`src/core/adc_status_consts.vh`:
```
// constants for the adc status flag block
// assumes a 12-bit byte offset within the adc register page
`ifndef ADC_STATUS_CONSTS_VH
`define ADC_STATUS_CONSTS_VH

// ****************************************************
// register offsets
// ****************************************************
`define OFS_STATUS 12'h500
`define OFS_MASK 12'h504
`define OFS_MODE 12'h508
`define OFS_CUR_RES 12'h50C
`define OFS_VOLT_RES 12'h510
`define OFS_TEMP_RES 12'h514

// ****************************************************
// status word bit positions
// ****************************************************
`define BIT_CAL_DONE 15
`define BIT_TEMP_ERR 14
`define BIT_VOLT_ERR 13
`define BIT_CUR_ERR 12
`define BIT_CMP 4
`define BIT_OVR 3
`define BIT_TEMP_RDY 2
`define BIT_VOLT_RDY 1
`define BIT_CUR_RDY 0

// ****************************************************
// reset values and clamp codes
// ****************************************************
`define RST_STATUS 16'h0000
`define RST_MASK 8'h00
`define RST_RESULT 16'h0000
`define CLAMP_NEG 16'h8000
`define CLAMP_POS 16'h7FFF

// ****************************************************
// timing
// ****************************************************
`define CLK_PERIOD_NS 10
`define OVR_PERIOD_US 125
`define OVR_PERIOD_CYC ((`OVR_PERIOD_US * 1000) / `CLK_PERIOD_NS)

`endif

```
`src/core/adc_status_flag_logic.v`:
```
// adc status word, interrupt mask and result-ready flag logic
// assumes converters deliver one-cycle result strobes on i_clk and that
// the core bus gives one-cycle read and write strobes with an offset
//
// Summary of operation
// - calibration flag set on finish, mode write clears
// - temperature range error sets bit 14
// - out-of-range results clamp to full scale
// - stored in-range temperature result clears bit 14
// - voltage error bit 13 set/clear likewise
// - current error bit 12 set/clear likewise
// - bits 11 to 5 reserved, read zero
// - comparator flag when current magnitude exceeds threshold
// - threshold counter delays comparator flag
// - over-range flag on gross input overload
// - over-range flag evaluated every 125 us
// - over-range sticky until disable or gain change
// - temperature ready set, cleared by temp/current read
// - voltage ready set, cleared by volt/current read
// - current ready set, cleared by current read
// - calibration end sets enabled channels' ready
// - bits 15 to 8 never interrupt
// - lower byte ORed into one interrupt
// - per-bit interrupt mask, resets to zero
// - results held until ready cleared, except powerdown
// - current off: volt/temp read clears all ready
`timescale 1ns/1ps
`default_nettype none
`include "adc_status_consts.vh"

module adc_status_flag_logic #(
    parameter OVR_PERIOD = `OVR_PERIOD_CYC,
    parameter CNT_W = 8
) (
    input wire i_clk,
    input wire i_rst,
    input wire i_mmr_rd,
    input wire i_mmr_wr,
    input wire [11:0] i_mmr_addr,
    input wire [15:0] i_mmr_wdata,
    output reg [15:0] o_mmr_rdata,
    output reg o_adc_irq,
    input wire i_cal_done,
    input wire i_cur_en,
    input wire i_volt_en,
    input wire i_temp_en,
    input wire i_cur_valid,
    input wire [15:0] i_cur_data,
    input wire i_cur_over,
    input wire i_cur_under,
    input wire i_volt_valid,
    input wire [15:0] i_volt_data,
    input wire i_volt_over,
    input wire i_volt_under,
    input wire i_temp_valid,
    input wire [15:0] i_temp_data,
    input wire i_temp_over,
    input wire i_temp_under,
    input wire i_cmp_en,
    input wire i_thr_cnt_en,
    input wire [15:0] i_current_threshold_level,
    input wire [CNT_W-1:0] i_threshold_count_limit,
    input wire i_ovr_det_en,
    input wire i_gain_change,
    input wire i_ovr_pin,
    input wire i_core_powered_down,
    output reg [15:0] o_current_result_word,
    output reg [15:0] o_voltage_result_word,
    output reg [15:0] o_temperature_result_word
);

    // ****************************************************
    // helpers
    // ****************************************************
    // clamp a raw result to the full-scale codes
    function [15:0] clamp;
        input [15:0] raw;
        input over;
        input under;
        begin
            if (under)
                clamp = `CLAMP_NEG;
            else if (over)
                clamp = `CLAMP_POS;
            else
                clamp = raw;
        end
    endfunction
    // magnitude of a signed word; 17 bits so -32768 fits
    function [16:0] mag;
        input [15:0] v;
        begin
            if (v[15]) begin
                mag = {1'b0, ~v} + 17'h00001;
            end else begin
                mag = {1'b0, v};
            end
        end
    endfunction

    // ****************************************************
    // bus decode
    // ****************************************************
    wire rd_cur = i_mmr_rd && (i_mmr_addr == `OFS_CUR_RES);
    wire rd_volt = i_mmr_rd && (i_mmr_addr == `OFS_VOLT_RES);
    wire rd_temp = i_mmr_rd && (i_mmr_addr == `OFS_TEMP_RES);
    wire wr_mask = i_mmr_wr && (i_mmr_addr == `OFS_MASK);
    wire wr_mode = i_mmr_wr && (i_mmr_addr == `OFS_MODE);

    // ****************************************************
    // result storage
    // ****************************************************
    reg cal_flag, temp_err, volt_err, cur_err, cmp_flag, ovr_flag, temp_rdy;
    reg volt_rdy, cur_rdy;
    reg [7:0] mask;

    // new result is accepted only once the old one was consumed, or while powered down
    wire cur_store = i_cur_valid && (!cur_rdy || i_core_powered_down);
    wire volt_store = i_volt_valid && (!volt_rdy || i_core_powered_down);
    wire temp_store = i_temp_valid && (!temp_rdy || i_core_powered_down);
    wire cur_bad = i_cur_over || i_cur_under;
    wire volt_bad = i_volt_over || i_volt_under;
    wire temp_bad = i_temp_over || i_temp_under;

    // result registers hold clamped data
    always @(posedge i_clk or posedge i_rst) begin
        if (i_rst) begin
            o_current_result_word <= `RST_RESULT;
            o_voltage_result_word <= `RST_RESULT;
            o_temperature_result_word <= `RST_RESULT;
        end else begin
            if (cur_store) begin
                o_current_result_word <= clamp(i_cur_data, i_cur_over,
                    i_cur_under);
            end
            if (volt_store) begin
                o_voltage_result_word <= clamp(i_volt_data, i_volt_over,
                    i_volt_under);
            end
            if (temp_store) begin
                o_temperature_result_word <= clamp(i_temp_data,
                    i_temp_over, i_temp_under);
            end
        end
    end

    // ****************************************************
    // calibration and range error flags
    // ****************************************************
    // set terms are last so an event on a clear cycle is kept
    always @(posedge i_clk or posedge i_rst) begin
        if (i_rst) begin
            cal_flag <= 1'b0;
            temp_err <= 1'b0;
            volt_err <= 1'b0;
            cur_err <= 1'b0;
        end else begin
            if (wr_mode) begin
                cal_flag <= 1'b0;
            end
            if (i_cal_done) begin
                cal_flag <= 1'b1;
            end
            if (temp_store && !temp_bad) begin
                temp_err <= 1'b0;
            end
            if (i_temp_valid && temp_bad) begin
                temp_err <= 1'b1;
            end
            if (volt_store && !volt_bad) begin
                volt_err <= 1'b0;
            end
            if (i_volt_valid && volt_bad) begin
                volt_err <= 1'b1;
            end
            if (cur_store && !cur_bad) begin
                cur_err <= 1'b0;
            end
            if (i_cur_valid && cur_bad) begin
                cur_err <= 1'b1;
            end
        end
    end

    // ****************************************************
    // current comparator with threshold counter
    // ****************************************************
    reg [CNT_W-1:0] exceed_cnt;
    wire [16:0] cur_mag = mag(clamp(i_cur_data, i_cur_over, i_cur_under));
    wire exceed = i_cur_valid && i_cmp_en &&
        (cur_mag > {1'b0, i_current_threshold_level});
    wire [CNT_W-1:0] next_exceed_cnt = exceed_cnt + 1'b1;
    wire rd_status = i_mmr_rd && (i_mmr_addr == `OFS_STATUS);

    // flag clears on a status read; a hit in that cycle still sets it
    always @(posedge i_clk or posedge i_rst) begin
        if (i_rst) begin
            exceed_cnt <= {CNT_W{1'b0}};
            cmp_flag <= 1'b0;
        end else begin
            if (rd_status) begin
                cmp_flag <= 1'b0;
            end
            if (!i_cmp_en || !i_thr_cnt_en) begin
                exceed_cnt <= {CNT_W{1'b0}};
                if (exceed) begin
                    cmp_flag <= 1'b1;
                end
            end else if (exceed) begin
                if (next_exceed_cnt == i_threshold_count_limit) begin
                    cmp_flag <= 1'b1;
                    exceed_cnt <= {CNT_W{1'b0}};
                end else begin
                    exceed_cnt <= next_exceed_cnt;
                end
            end
        end
    end

    // ****************************************************
    // gross over-range detection
    // ****************************************************
    // detector pin is asynchronous: three stages, act when 2nd and 3rd agree
    reg [2:0] ovr_sync;
    reg ovr_level;
    always @(posedge i_clk or posedge i_rst) begin
        if (i_rst) begin
            ovr_sync <= 3'h0;
            ovr_level <= 1'b0;
        end else begin
            ovr_sync <= {ovr_sync[1:0], i_ovr_pin};
            if (ovr_sync[1] == ovr_sync[2]) begin
                ovr_level <= ovr_sync[2];
            end
        end
    end
    // free-running interval tick
    reg [31:0] ovr_timer;
    wire ovr_tick = (ovr_timer == OVR_PERIOD - 1);
    always @(posedge i_clk or posedge i_rst) begin
        if (i_rst) begin
            ovr_timer <= 32'h00000000;
        end else if (ovr_tick) begin
            ovr_timer <= 32'h00000000;
        end else begin
            ovr_timer <= ovr_timer + 32'h00000001;
        end
    end

    // sticky; a tick in a gain-change cycle still sets it
    always @(posedge i_clk or posedge i_rst) begin
        if (i_rst) begin
            ovr_flag <= 1'b0;
        end else begin
            if (!i_ovr_det_en || i_gain_change) begin
                ovr_flag <= 1'b0;
            end
            if (ovr_tick && i_ovr_det_en && ovr_level) begin
                ovr_flag <= 1'b1;
            end
        end
    end

    // ****************************************************
    // result-ready flags
    // ****************************************************
    wire rd_vt = rd_volt || rd_temp;
    wire clr_temp = rd_temp || rd_cur || (!i_cur_en && rd_vt);
    wire clr_volt = rd_volt || rd_cur || (!i_cur_en && rd_vt);
    wire clr_cur = rd_cur || (!i_cur_en && rd_vt);

    always @(posedge i_clk or posedge i_rst) begin
        if (i_rst) begin
            temp_rdy <= 1'b0;
            volt_rdy <= 1'b0;
            cur_rdy <= 1'b0;
        end else begin
            if (clr_temp) begin
                temp_rdy <= 1'b0;
            end
            if (clr_volt) begin
                volt_rdy <= 1'b0;
            end
            if (clr_cur) begin
                cur_rdy <= 1'b0;
            end
            if (i_temp_en && (temp_store || i_cal_done)) begin
                temp_rdy <= 1'b1;
            end
            if (i_volt_en && (volt_store || i_cal_done)) begin
                volt_rdy <= 1'b1;
            end
            if (i_cur_en && (cur_store || i_cal_done)) begin
                cur_rdy <= 1'b1;
            end
        end
    end

    // ****************************************************
    // status word, mask, interrupt and read data
    // ****************************************************
    // reserved bits 11..5 read as zero
    wire [15:0] status = {cal_flag, temp_err, volt_err, cur_err,
        7'h00, cmp_flag, ovr_flag, temp_rdy, volt_rdy, cur_rdy};

    // mask register only covers the interrupting low byte
    always @(posedge i_clk or posedge i_rst) begin
        if (i_rst) begin
            mask <= `RST_MASK;
        end else if (wr_mask) begin
            mask <= i_mmr_wdata[7:0];
        end
    end

    // only the low byte can interrupt; a level, not a pulse
    always @(posedge i_clk or posedge i_rst) begin
        if (i_rst) begin
            o_adc_irq <= 1'b0;
        end else begin
            o_adc_irq <= |(status[7:0] & mask);
        end
    end

    // registered read data; unmapped offsets read zero
    always @(posedge i_clk or posedge i_rst) begin
        if (i_rst) begin
            o_mmr_rdata <= 16'h0000;
        end else if (i_mmr_rd) begin
            case (i_mmr_addr)
                `OFS_STATUS: o_mmr_rdata <= status;
                `OFS_MASK: o_mmr_rdata <= {8'h00, mask};
                `OFS_CUR_RES: o_mmr_rdata <= o_current_result_word;
                `OFS_VOLT_RES: o_mmr_rdata <= o_voltage_result_word;
                `OFS_TEMP_RES: o_mmr_rdata <= o_temperature_result_word;
                default: o_mmr_rdata <= 16'h0000;
            endcase
        end
    end

endmodule // adc_status_flag_logic
`default_nettype wire

```
`config.mk`:
```
export PLATFORM = sky130hd
export DESIGN_NAME = adc_status_flag_logic
export DESIGN_NICKNAME = d
export VERILOG_FILES = /design/src/core/adc_status_flag_logic.v
export VERILOG_INCLUDE_DIRS = /design/src /design/src/core
export SDC_FILE = /design/constraint.sdc
export NUM_CORES = 1
export LEC_CHECK = 0
export ABC_AREA = 1
export BUFFER_PORTS_ARGS = -buffer_cell sky130_fd_sc_hd__buf_2
export CAP_MARGIN = 5
export CORE_ASPECT_RATIO = 0.8
export CORE_UTILIZATION = 50
export DETAILED_ROUTE_END_ITERATION = 10
export PLACE_DENSITY = 0.83
export SLEW_MARGIN = 15
export SYNTH_ARGS = -nofsm -noshare
export SYNTH_HDL_FRONTEND = slang
export SYNTH_SLANG_ARGS = --single-unit
```
`constraint.sdc`:
```
create_clock -name i_clk -period 9.8 [get_ports i_clk]
set_input_delay 0.49 -clock i_clk [delete_from_list [all_inputs] [get_ports i_clk]]
set_output_delay 0.49 -clock i_clk [all_outputs]
set_load 0.03 [all_outputs]
```
==> summary.txt <==
STA
  • Max-slew violation count: 0
  • Period utilization: 33.51%
  • Tmin final: 3.284 ns
  • Final Hold Fails: 0
  • Worst slew pin tran: 1.106 ns
  • Setup_tns: 0 ns
  • Final setup fails: 0
  • RSZ-0062 raised after global routing: false
  • Rel. slew slack: 25.73%
  • Hold Slack: 0.1821 ns
  • Max Fclk: 304.5 MHz
  • Clock skew: 0.008820 ns

Global routing
  • GR Util All Layers: 28.76%
  • Largest net degree at the start of global routing: 72
  • First-pass GRT wire length: 32,470 um
  • Vias in the first global route: 6,586
  • Initial antenna violation count: 4
  • Remaining Overflow, GRT: 0

Power and ir drop
  • Pwr dens: 165.0 nW/um2
  • Comb pwr share: 16.5%
  • Clk pwr share: 44.0%
  • Sw Pwr: 0.4383 mW
  • Lkg Pwr: 4.676 nW
  • Peak VDD IR: 0.1548 mV
  • Internal power: 1.020 mW
  • Design Power: 1.458 mW
  • Sequential Power Share: 39.5%
  • Sw frac: 30.06%

Route
  • Drt pass-1 iters: 6
  • Initial DRC Count: 530
  • Met2 wire length: 8748 um
  • Met3 wire length: 1850 um
  • WL final: 19,990 um
  • WL/cell: 15.32 um
  • Highest routed layer: met4
  • DR vias: 7,054
  • Via-per-instance ratio: 5.405
  • Metal-1 WL: 8980 um
  • DRC viols: 0
  • Post-route antenna net violation count: 0

Status
  • Status: completed

Floorplan
  • Starting Density: 51.97%
  • Site Rows: 38
  • # IOs: 188
  • Core Area: 13,790 um2
  • Die area: 14,820 um2
  • Width of the die: 135.8 um
  • Height of the die: 109.1 um

Synthesis
  • Synth warnings: 0
  • Largest family of logic cells by synthesized area: simple AND/OR/NAND/NOR gates
  • Multiplexer area fraction after synthesis: 1.257%
  • #FFs+latches synth: 126
  • Top FF cell, synth: dfrtp_1
  • Mapped Area: 7166 um2
  • Simple-gate share of the synthesized area: 24.64%
  • Post-synthesis adder-cell area fraction: 3.457%
  • Syn_area_per_cell: 7.697 um2
  • Post-Synthesis Cells: 931
  • Synth async-reset ratio: 100.0%
  • Post-synthesis net count: 1,073
  • Synth cell types: 39
  • Sequential fraction of the synthesis area: 44.00%
  • Compound-Gate Fraction of Synth Area: 12.78%
  • EDFF count, synth: 0
  • Post-Synth XOR/XNOR Area: 5.011%

Clock network
  • Hold-fix buffers at CTS: 0
  • Clk sinks: 126
  • Buffer count from post-CTS setup fixing: 0
  • Clk slew on worst S/H paths: 0.06 ns
  • Num CTS Buffers: 17
  • Worst skew pair latency: 0.42 ns
  • Root buffer cell: clkbuf_16
  • Post-CTS Resized: 0
  • Clock Path Buffers: 2
  • CTS tree: yes
  • H-tree depth: 4

Setup path
  • R2r setup slk: 7.83 ns
  • Worst Setup End Kind: flop
  • Reg2reg start: exceed_cnt[0]
  • Crit-path max FO: 17
  • Crit start category: input port
  • Type of the worst setup path: in -> reg
  • Reg2reg end: cmp_flag
  • WP data required: 10.13 ns
  • WP data arrival: 3.62 ns
  • R2R cell count: 11

Hold path
  • Worst Hold Class: in -> reg
  • Worst Hold Launch: i_ovr_pin
  • Hold Path Sink: ovr_sync[0]
  • Hold Path Stages: 1

Finish
  • Fillers: 1,181
  • Layout cells sized above 1: 21.14%
  • Final net count: 1,250
  • Final Non-Filler Cells: 1,305
  • Most common cell after layout, fill and taps aside: nand2_1
  • Final core utilization: 64.10%
  • Most frequent cells in the layout: nand2_1, buf_2, inv_1, dfrtp_1, nor2_1
  • Layout overhead on the synthesized area: 23.35%

Place
  • DP Cell Count: 1,269
  • DPL Wire Length: 15,170 um
  • Number of I/O port buffers: 179
  • Final Wtd Congestion: 0.9285

Flow run
  • Max cap viols: 0
[worst max-delay path by stage]
stage	startpoint	endpoint	slack [ns]
floorplan	i_rst	cal_flag	5.95
global placement	i_cur_over	exceed_cnt[1]	6.26
detailed placement	i_cur_over	exceed_cnt[1]	6.16
CTS	i_cur_over	exceed_cnt[1]	6.59
global route	i_cur_over	exceed_cnt[4]	6.13
finish	i_cur_over	exceed_cnt[1]	6.52
[cells in the mapped netlist, drive strengths merged (4+ instances only)]
library cell | number | area (um2)
nand2 | 248 | 933.4
inv | 141 | 529.3
dfrtp | 126 | 3153
o21ai | 84 | 435.4
nor2 | 75 | 284.0
nand3 | 32 | 160.2
o211ai | 32 | 240.2
xor2 | 29 | 254.0
nor3 | 28 | 140.1
ha | 19 | 237.7
nand4 | 19 | 125.1
clkbuf | 18 | 67.56
xnor2 | 12 | 105.1
a21oi | 11 | 58.81
mux2 | 8 | 90.09
nor4 | 8 | 50.05
o2111ai | 8 | 70.07
nand3b | 6 | 45.04
o22ai | 6 | 37.54
buf | 5 | 30.02
o221ai | 4 | 35.03
[stage by stage]
stage / instance area (um2) / worst slack [ns]
after global routing: 8831 / 6.125
after global placement: 8218 / 6.262
after floorplan: 7166 / 5.954
final: 8838 / 6.516
after detailed placement: 8218 / 6.158
after CTS: 8821 / 6.587
[sequential cells by signal, summed over array words and instances (netlist names)]
signal and count:
exceed_cnt 8, o_adc_irq 1, ovr_sync 3, o_current_result_word 16, volt_err 1, cmp_flag 1
volt_rdy 1, ovr_flag 1, temp_rdy 1, mask 8, o_mmr_rdata 16, temp_err 1
cur_rdy 1, ovr_level 1, o_voltage_result_word 16, ovr_timer 32, o_temperature_result_word 16, cur_err 1
cal_flag 1
[cell type report]
| type | instances | area, um2 | area share [%] |
|---|---|---|---|
| inverter | 143 | 539.3 | 6.101 |
| multi-input combinational | 639 | 3397 | 38.43 |
| antenna | 4 | 10.01 | 0.1133 |
| clock buffer | 19 | 452.9 | 5.125 |
| tap | 180 | 225.2 | 2.548 |
| timing repair buffer | 181 | 910.9 | 10.31 |
| clock inverter | 13 | 150.1 | 1.699 |
| sequential | 126 | 3153 | 35.67 |
[kinds of logic (layout without fill, tap and decap cells)]
kind of cell	after synthesis	count (layout)
xor gates and xnor gates	41	41
muxes	8	8
buffers and inverters	166	356
other	0	4
DFF	126	126
and+or+nand+nor	420	420
adders and majority gates	20	20
AOI/OAI and AO/OA	150	150
[power by group through the flow]
stage / clock network, mW / logic [mW] / registers, mW
2_1_floorplan: 0 / 0.0935 / 0.639
3_3_place_gp: 0 / 0.232 / 0.583
3_5_place_dp: 0 / 0.238 / 0.584
4_1_cts: 0.646 / 0.240 / 0.576
5_1_grt: 0.671 / 0.265 / 0.580
6_report: 0.642 / 0.240 / 0.576
[per-layer routing]
layer,vias up,track usage [%]
met5,-,0
met4,0,9.631
met3,37,6.741
met2,339,44.21
met1,3276,39.84
li1,3402,-
[worst max-delay path, cell delays in order]
cell and delay (ns):
buf_2 0.21, o21ai_2 0.26, ha_1 0.23, nand2_1 0.06, nor2_1 0.15, nand4_1 0.13, o21ai_2 0.21, nand2_1 0.10
xor2_1 0.21, ha_1 0.29, nand2_1 0.07, inv_1 0.05, nand2_1 0.06, a21oi_1 0.05, nor2_1 0.14, nand3_1 0.10
nand2_1 0.10, inv_2 0.10, nor2_1 0.42, nand2_1 0.09, o21ai_0 0.09
Note: power is estimated with default switching activity, not from simulation.
